### src/pkg/pfs_pkg.sv
package pfs_pkg;
   // Register map of the control block (word offsets as byte addresses)
   localparam logic [7:0] ADDR_CTRL = 8'h00;
   localparam logic [7:0] ADDR_XTAL = 8'h04;
   localparam logic [7:0] ADDR_LOOP2 = 8'h08;
   localparam logic [7:0] ADDR_LOOP3 = 8'h0c;
   localparam logic [7:0] ADDR_DIVA = 8'h10;
   localparam logic [7:0] ADDR_DIVB = 8'h14;
   localparam logic [7:0] ADDR_TABLE0 = 8'h20;
   localparam logic [7:0] ADDR_STATUS = 8'h40;
   localparam int TABLE_ROWS = 8;
   // Crystal load: 6 pF at code 0, 0.375 pF per step, in units of 1/1000 pF
   localparam logic [15:0] CAP_MIN_MPF = 16'h1770;
   localparam logic [15:0] CAP_STEP_MPF = 16'h0177;
   // Output E post-divider codes
   localparam logic [1:0] POST_OFF = 2'h0;
   localparam logic [1:0] POST_DIV4 = 2'h1;
   localparam logic [1:0] POST_DIV2 = 2'h2;
   localparam logic [1:0] POST_DIV3 = 2'h3;

   typedef struct packed {
      logic [10:0] p;
      logic [7:0] q;
   } pfs_loop_s;

   typedef struct packed {
      logic bank;
      pfs_loop_s loop;
   } pfs_row_s;

   typedef struct packed {
      logic full_shutdown;
      logic sel2_is_suspend;
      logic [1:0] post_div;
      logic [2:0] suspend_out_mask;
      logic [1:0] suspend_loop_mask;
   } pfs_ctrl_s;

   typedef struct packed {
      logic bypass;
      logic [1:0] drive;
      logic [5:0] cap_code;
   } pfs_xtal_s;

   typedef enum logic [1:0] {
      PFS_SAMPLE = 2'b00,
      PFS_RUN = 2'b01
   } pfs_state_e;
endpackage

### src/hdl/pfs_ctrl.sv
`timescale 1ns/1ps
// What this block does
// - Serial data and clock pin levels are latched once at start-up as select bits.
// - Low enable pin with full shutdown tristates outputs and powers down chip.
// - Otherwise a low enable pin only tristates outputs; chip keeps running.
// - Third select pin is frequency bit 2, or suspend input if configured.
// - Each loop gets an 8-bit reference divider and 11-bit feedback value.
// - First loop feeds a divide by 2, 3 or 4 post-divider for output E.
// - First loop setting comes from programming and from the select inputs.
// - Second and third loops use programmed settings only.
// - Select bit 2 switches first loop and bank select together; output A and B dividers follow one cycle later.
// - Eight-row table of first loop divider pairs indexed by select bits.
// - Outputs A and B each have two 7-bit dividers under one shared select.
// - Each table row stores which A/B divider register it selects.
// - Divider changes from select bit 2 are glitch free.
// - Six-bit load capacitance code, 0.375 pF steps, 6 pF to 29.625 pF.
// - Bypass setting removes load capacitors for driven references.
// - Oscillator drive strength is a programmable setting.
// - Divider bank select is taken from the chosen table row.
// - Suspend mode low shuts down a programmed set of outputs and loops.
module pfs_ctrl (
   input wire logic sys_clk,
   input wire logic sys_rst,
   input wire logic serial_data_pin,
   input wire logic serial_clock_pin,
   input wire logic live_select_bit2,
   input wire logic shutdown_oe_n,
   input wire logic ref_clk_tick,
   input wire logic [7:0] reg_addr,
   input wire logic [31:0] reg_wdata,
   input wire logic reg_wr,
   input wire logic reg_rd,
   output logic [31:0] reg_rdata,
   output pfs_pkg::pfs_loop_s first_synth_loop,
   output pfs_pkg::pfs_loop_s second_synth_loop,
   output pfs_pkg::pfs_loop_s third_synth_loop,
   output logic [2:0] loop_enable,
   output logic [6:0] div_a,
   output logic [6:0] div_b,
   output logic divider_bank_select,
   output logic [2:0] out_enable,
   output logic output_clock_e,
   output logic chip_powered,
   output logic [5:0] cap_code,
   output logic [15:0] cap_load_mpf,
   output logic cap_bypass,
   output logic [1:0] osc_drive
);
   // Two-flop synchronisers for every pin input
   logic [3:0] pin_meta;
   logic [3:0] pin_sync;
   logic latched_select_bit0;
   logic latched_select_bit1;
   pfs_pkg::pfs_state_e state;
   pfs_pkg::pfs_ctrl_s ctrl;
   pfs_pkg::pfs_xtal_s xtal;
   pfs_pkg::pfs_loop_s loop2;
   pfs_pkg::pfs_loop_s loop3;
   logic [6:0] diva_reg [2];
   logic [6:0] divb_reg [2];
   pfs_pkg::pfs_row_s table_row [pfs_pkg::TABLE_ROWS];
   logic [1:0] post_cnt;
   logic tick_prev;

   // Kept out of reset: the straps must already stand in both stages when reset lifts
   always_ff @(posedge sys_clk) begin
      pin_meta <= {ref_clk_tick, shutdown_oe_n, live_select_bit2, serial_data_pin};
      pin_sync <= pin_meta;
   end

   // Extra synchroniser pair for the serial clock pin
   logic [1:0] sclk_sync;
   always_ff @(posedge sys_clk) begin
      sclk_sync <= {sclk_sync[0], serial_clock_pin};
   end

   wire sel0_pin = pin_sync[0];
   wire sel2_pin = pin_sync[1];
   wire oe_pin = pin_sync[2];
   wire tick_pin = pin_sync[3];
   wire sclk_pin = sclk_sync[1];

   // Start-up sampling: pins are captured once after reset release, then frozen
   always_ff @(posedge sys_clk) begin
      if (sys_rst) begin
         state <= pfs_pkg::PFS_SAMPLE;
         latched_select_bit0 <= 1'b0;
         latched_select_bit1 <= 1'b0;
      end else if (state == pfs_pkg::PFS_SAMPLE) begin
         latched_select_bit0 <= sel0_pin;
         latched_select_bit1 <= sclk_pin;
         state <= pfs_pkg::PFS_RUN;
      end
   end

   // Register decode
   wire wr_ctrl = reg_wr && reg_addr == pfs_pkg::ADDR_CTRL;
   wire wr_xtal = reg_wr && reg_addr == pfs_pkg::ADDR_XTAL;
   wire wr_l2 = reg_wr && reg_addr == pfs_pkg::ADDR_LOOP2;
   wire wr_l3 = reg_wr && reg_addr == pfs_pkg::ADDR_LOOP3;
   wire wr_da = reg_wr && reg_addr == pfs_pkg::ADDR_DIVA;
   wire wr_db = reg_wr && reg_addr == pfs_pkg::ADDR_DIVB;

   function automatic logic table_hit(input logic [7:0] a, input int r);
      return a == pfs_pkg::ADDR_TABLE0 + 8'((r) * 4);
   endfunction

   always_ff @(posedge sys_clk) begin
      if (sys_rst) begin
         ctrl <= '0;
         xtal <= '0;
         loop2 <= '0;
         loop3 <= '0;
      end else begin
         if (wr_ctrl) ctrl <= pfs_pkg::pfs_ctrl_s'(reg_wdata[8:0]);
         if (wr_xtal) xtal <= pfs_pkg::pfs_xtal_s'(reg_wdata[8:0]);
         if (wr_l2) loop2 <= pfs_pkg::pfs_loop_s'(reg_wdata[18:0]);
         if (wr_l3) loop3 <= pfs_pkg::pfs_loop_s'(reg_wdata[18:0]);
      end
   end

   // Two divider registers each for A and B; bit 8 of the data picks which
   genvar gi;
   generate
      for (gi = 0; gi < 2; gi++) begin : g_div
         always_ff @(posedge sys_clk) begin
            if (sys_rst) begin
               diva_reg[gi] <= 7'h01;
               divb_reg[gi] <= 7'h01;
            end else begin
               if (wr_da && reg_wdata[8] == gi[0]) diva_reg[gi] <= reg_wdata[6:0];
               if (wr_db && reg_wdata[8] == gi[0]) divb_reg[gi] <= reg_wdata[6:0];
            end
         end
      end
      for (gi = 0; gi < pfs_pkg::TABLE_ROWS; gi++) begin : g_row
         always_ff @(posedge sys_clk) begin
            if (sys_rst) table_row[gi] <= '0;
            else if (reg_wr && table_hit(reg_addr, gi))
               table_row[gi] <= pfs_pkg::pfs_row_s'(reg_wdata[19:0]);
         end
      end
   endgenerate

   // Row selection; in suspend mode the pin no longer indexes the table
   wire bit2 = ctrl.sel2_is_suspend ? 1'b0 : sel2_pin;
   wire [2:0] row_idx = {bit2, latched_select_bit1, latched_select_bit0};
   wire pfs_pkg::pfs_row_s row = table_row[row_idx];
   wire suspended = ctrl.sel2_is_suspend && !sel2_pin;
   wire oe_low = !oe_pin;
   wire full_off = oe_low && ctrl.full_shutdown;
   wire running = state == pfs_pkg::PFS_RUN;

   wire [2:0] next_loop_enable = full_off ? 3'h0 :
                                 {~(suspended & ctrl.suspend_loop_mask[1]),
                                  ~(suspended & ctrl.suspend_loop_mask[0]), 1'b1};
   wire [2:0] next_out_enable = (oe_low || !running) ? 3'h0 :
                                ~({3{suspended}} & ctrl.suspend_out_mask);
   wire [15:0] next_cap = pfs_pkg::CAP_MIN_MPF
                          + 16'(xtal.cap_code * pfs_pkg::CAP_STEP_MPF);

   // Bank changes only on the output E divider wrap or while output E is off, so dividers swap at a clean point
   wire post_wrap = post_cnt == 2'h0;
   always_ff @(posedge sys_clk) begin
      if (sys_rst) begin
         divider_bank_select <= 1'b0;
         first_synth_loop <= '0;
      end else if (post_wrap || ctrl.post_div == pfs_pkg::POST_OFF) begin
         divider_bank_select <= row.bank;
         first_synth_loop <= row.loop;
      end
   end

   // Post-divider for output E driven from the first-loop tick
   wire tick_rise = tick_pin && !tick_prev;
   wire [1:0] post_last = ctrl.post_div == pfs_pkg::POST_DIV4 ? 2'h3 :
                          ctrl.post_div == pfs_pkg::POST_DIV3 ? 2'h2 : 2'h1;
   wire [1:0] next_post_cnt = post_cnt >= post_last ? 2'h0 : post_cnt + 2'h1;
   // High for the first half of each period; three bits so the divide by 4 does not wrap
   wire [2:0] post_half = ({1'b0, post_last} + 3'h1) >> 1;
   wire next_clock_e = {1'b0, next_post_cnt} < post_half;
   always_ff @(posedge sys_clk) begin
      if (sys_rst) begin
         tick_prev <= 1'b0;
         post_cnt <= 2'h0;
         output_clock_e <= 1'b0;
      end else begin
         tick_prev <= tick_pin;
         if (tick_rise && ctrl.post_div != pfs_pkg::POST_OFF && next_loop_enable[0]) begin
            post_cnt <= next_post_cnt;
            output_clock_e <= next_clock_e;
         end
      end
   end

   // Registered outputs
   always_ff @(posedge sys_clk) begin
      if (sys_rst) begin
         second_synth_loop <= '0;
         third_synth_loop <= '0;
         loop_enable <= 3'h0;
         out_enable <= 3'h0;
         div_a <= 7'h01;
         div_b <= 7'h01;
         chip_powered <= 1'b0;
         cap_code <= 6'h00;
         cap_load_mpf <= pfs_pkg::CAP_MIN_MPF;
         cap_bypass <= 1'b0;
         osc_drive <= 2'h0;
      end else begin
         second_synth_loop <= loop2;
         third_synth_loop <= loop3;
         loop_enable <= next_loop_enable;
         out_enable <= next_out_enable;
         div_a <= diva_reg[divider_bank_select];
         div_b <= divb_reg[divider_bank_select];
         chip_powered <= !full_off;
         cap_code <= xtal.cap_code;
         cap_load_mpf <= xtal.bypass ? 16'h0000 : next_cap;
         cap_bypass <= xtal.bypass;
         osc_drive <= xtal.drive;
      end
   end

   // Read mux; unmapped addresses read zero
   wire [31:0] rd_mux =
      reg_addr == pfs_pkg::ADDR_CTRL ? {23'h0, ctrl} :
      reg_addr == pfs_pkg::ADDR_XTAL ? {23'h0, xtal} :
      reg_addr == pfs_pkg::ADDR_LOOP2 ? {13'h0, loop2} :
      reg_addr == pfs_pkg::ADDR_LOOP3 ? {13'h0, loop3} :
      reg_addr == pfs_pkg::ADDR_STATUS ? {25'h0, divider_bank_select, row_idx,
                                          suspended, full_off, running} : 32'h0;
   always_ff @(posedge sys_clk) begin
      if (sys_rst) reg_rdata <= 32'h0;
      else if (reg_rd) reg_rdata <= rd_mux;
      else reg_rdata <= 32'h0;
   end
endmodule

### config.mk
export PLATFORM = sky130hd
export DESIGN_NAME = pfs_ctrl
export DESIGN_NICKNAME = d
export VERILOG_FILES = /design/src/pkg/pfs_pkg.sv /design/src/hdl/pfs_ctrl.sv
export SDC_FILE = /design/constraint.sdc
export NUM_CORES = 1
export LEC_CHECK = 0
export BUFFER_PORTS_ARGS = -buffer_cell sky130_fd_sc_hd__buf_2
export CAP_MARGIN = 15
export CORE_UTILIZATION = 45
export CTS_CLUSTER_SIZE = 30
export DETAILED_ROUTE_END_ITERATION = 8
export PLACE_DENSITY = 0.67
export SLEW_MARGIN = 0
export SYNTH_ARGS = -nofsm -noshare
export SYNTH_HDL_FRONTEND = slang
export SYNTH_SLANG_ARGS = --single-unit
### constraint.sdc
create_clock -name sys_clk -period 4.7 [get_ports sys_clk]
set_clock_uncertainty 0.2 [all_clocks]
set_input_delay 0.47 -clock sys_clk [delete_from_list [all_inputs] [get_ports sys_clk]]
set_output_delay 0.47 -clock sys_clk [all_outputs]
set_load 0.05 [all_outputs]
==> run metrics <==
flip-flop and latch count after synthesis 383; First-pass DRT Iterations 5; growth of design area from synthesis to finish 16.22%; initial cell density of the core between 40% and 50%; vias in the first global route ~10k; Yosys warning total 0; number of buffers added on ports between 150 and 200; cells after synthesis around 1.4k; maximum number of pins on one net before global-route repair 65; std cell rows 69; fraction of post-synthesis cell area in the top cell type by area about a third; final worst path period share 91.69%; flip-flop count of the largest register after layout 160; first-iteration detailed-routing DRC count between 600 and 700; Final setup viols 0; clk root buf sky130_fd_sc_hd__clkbuf_16; number of max-capacitance violations reported 0; filler instances a little over 3k; Setup Buffers After CTS 0; number of remaining DRC errors 0; total clock buffers created by CTS 41; Die Width approximately 190 um; CTS clock-pin slew for the worst setup and hold paths about 0.060 ns; Cell variety after synth 55; hold violation count in the final report 0; Mapped Area 16160 um2; cell area power density a little under 400 nW/um2; leading cell types by count after synthesis sky130_fd_sc_hd__dfxtp_1 (195), sky130_fd_sc_hd__and2_1 (190), sky130_fd_sc_hd__edfxtp_1 (188), sky130_fd_sc_hd__nand2_1 (102), sky130_fd_sc_hd__nor2_1 (83); status finished, final reports clean; insertion delay to the later sink of the worst-skew pair about 0.55 ns; Crit path required time around 4.9 ns; number of enable flip-flop cells after synthesis about 190; endpoint class of the critical path register; Routed Antenna Nets 0; half-perimeter wire length after detailed placement 24.92 mm; worst-case headroom to the max-slew limit between 20 and 25%; detail-routed net length per standard cell between 15 and 20 um; Critical Setup Path Class reg2reg; count leader, synth sky130_fd_sc_hd__dfxtp_1; unrepaired setup endpoints after global routing no; TritonCTS clock tree built; count of antenna diodes in the layout 0; minimum period implied by the final worst setup slack 4.309 ns; deepest level of the CTS H-tree 2; number of max-slew violations in the final report 0; via count approximately 10k; critical path arrival about 4.6 ns; post_cts resized 0; final wirelength between 30 and 40 mm; area enclosed by the die boundary roughly 37000 um2; largest cells by area after synthesis sky130_fd_sc_hd__edfxtp_1 (35%), sky130_fd_sc_hd__dfxtp_1 (24%), sky130_fd_sc_hd__and2_1 (7.4%); sort of element at the start of the critical path register; GR Overflow Total 0; share of synthesized flip-flops with an asynchronous set or reset 0%; Post-Route Hold Slack a little over 0.05 ns; largest vdd supply drop between 0.2 and 0.3 mV; number of antenna violations at the first check in global routing 0; total clock sinks 383; Avg Vias per Cell between 5 and 6; static power due to leakage about 0.0075 uW; share of layout cells above drive strength 1 20.34%; largest fanout of any net on the critical path 7; Max Clock Freq ~230 MHz; library cell with the largest summed area after synthesis sky130_fd_sc_hd__edfxtp_1; total core area roughly 35000 um2; per-instance average area after synthesis 11.93 um2; multi-input logic area 6066 um2; number of nets in the layout approximately 1.6k; primary flip-flop cell chosen by synthesis mapping sky130_fd_sc_hd__dfxtp_1; area of all sequential standard cells about 9600 um2; accumulated negative setup slack 0 ns; number of hold buffers added after CTS 5; proportion of synthesized chip area in sequential cells ~60%; global-route wire length before repair between 50 and 60 mm; worst-margin pin slew between 1 and 1.5 ns; y dimension of the die 191.5 um; Biggest register table_row; worst hold-check path type in2reg; Clock Tree Buf Depth 3; overall track demand over capacity in global routing approximately a fifth; global placer's final weighted congestion slightly above 0.9; number of placed I/O pins between 150 and 200
[final timing paths]
path            startpoint               end  cells past startpoint  slack, ns
max                xtal[5]  cap_load_mpf[15]                     15       0.39
min          reg_wdata[10]         loop3[10]                      3       0.05
max reg2reg        xtal[5]  cap_load_mpf[15]                     15       0.39
min reg2reg    pin_meta[2]       pin_sync[2]                      0       0.13
[stage by stage]
stage,setup slack [ns],cell area [um2],instances,power [uW],util [%]
after floorplan,0.6998,16200,1366,4061,-
after global placement,0.4810,17370,1914,4210,48.95
after detailed placement,0.4116,17370,1914,4220,48.95
after CTS,0.3990,18780,1995,7444,52.92
after global routing,0.04465,18780,1995,7607,52.92
final,0.3908,18780,1995,7383,52.92
[kinds of logic after synthesis]
logic type / Yosys count / share of synthesized area, %
AO/OA/AOI/OAI: 170 / 6.397
other: 1 / 0.02321
buffers and inverters: 146 / 3.849
flip-flops: 383 / 59.10
AND/OR/NAND/NOR: 496 / 16.26
multiplexers: 89 / 8.627
XOR/XNOR: 11 / 0.5963
adder cells (fa/ha/maj): 58 / 5.142
[cell type report]
type                            count  area share (%)
Clock buffer                       52           5.957
Clock inverter                     24           1.286
Inverter                           47          0.9395
Multi-Input combinational cell    837           32.30
Sequential cell                   383           50.86
Tap cell                          461           3.072
Timing Repair Buffer              191           5.584
[metal layers]
layer / vias up / share of wire (%) / global-route usage [%]
li1: 4967 / - / -
met1: 5101 / 41 / 27.18
met2: 339 / 49 / 36.04
met3: 89 / 6.2 / 4.021
met4: 0 / 3.5 / 8.272
met5: - / 0 / 0
[power breakdown]
group,leakage [uW],switching [uW],internal (uW)
registers,0.00337,37.9,3610
logic,0.00345,351,143
clock network,0.000672,1320,1920
[cells in the final DEF (no fill, tap or decap), drive strengths merged, types with 4 or more instances in the layout]
cell type and instances:
dfxtp 195, and2 190, edfxtp 188, buf 186
nand2 102, nor2 83, a21oi 79, clkbuf 52
inv 49, nor2b 48, mux2i 47, ha 44
mux4 40, o21ai 27, a211oi 23, nand3 21
nor3 17, clkinv 17, fa 14, conb 13
a22oi 12, nand2b 10, or3 10, a21o 7
xor2 7, o31ai 5, dlygate4sd3 5, or2 5
xnor2 4, bufinv 4
[critical path, stage by stage, from the launching register on]
cell,delay [ns]
sky130_fd_sc_hd__dfxtp_1,0.49
sky130_fd_sc_hd__inv_1,0.17
sky130_fd_sc_hd__ha_1,0.34
sky130_fd_sc_hd__xnor2_1,0.14
sky130_fd_sc_hd__xnor2_1,0.37
sky130_fd_sc_hd__xor2_1,0.13
sky130_fd_sc_hd__ha_1,0.30
sky130_fd_sc_hd__inv_1,0.05
sky130_fd_sc_hd__fa_1,0.55
sky130_fd_sc_hd__inv_1,0.06
sky130_fd_sc_hd__ha_1,0.31
sky130_fd_sc_hd__a211oi_1,0.34
sky130_fd_sc_hd__o211ai_1,0.20
sky130_fd_sc_hd__a311oi_1,0.34
sky130_fd_sc_hd__xor2_1,0.17
sky130_fd_sc_hd__nor2_1,0.05
(Power assumes the default switching activity.)
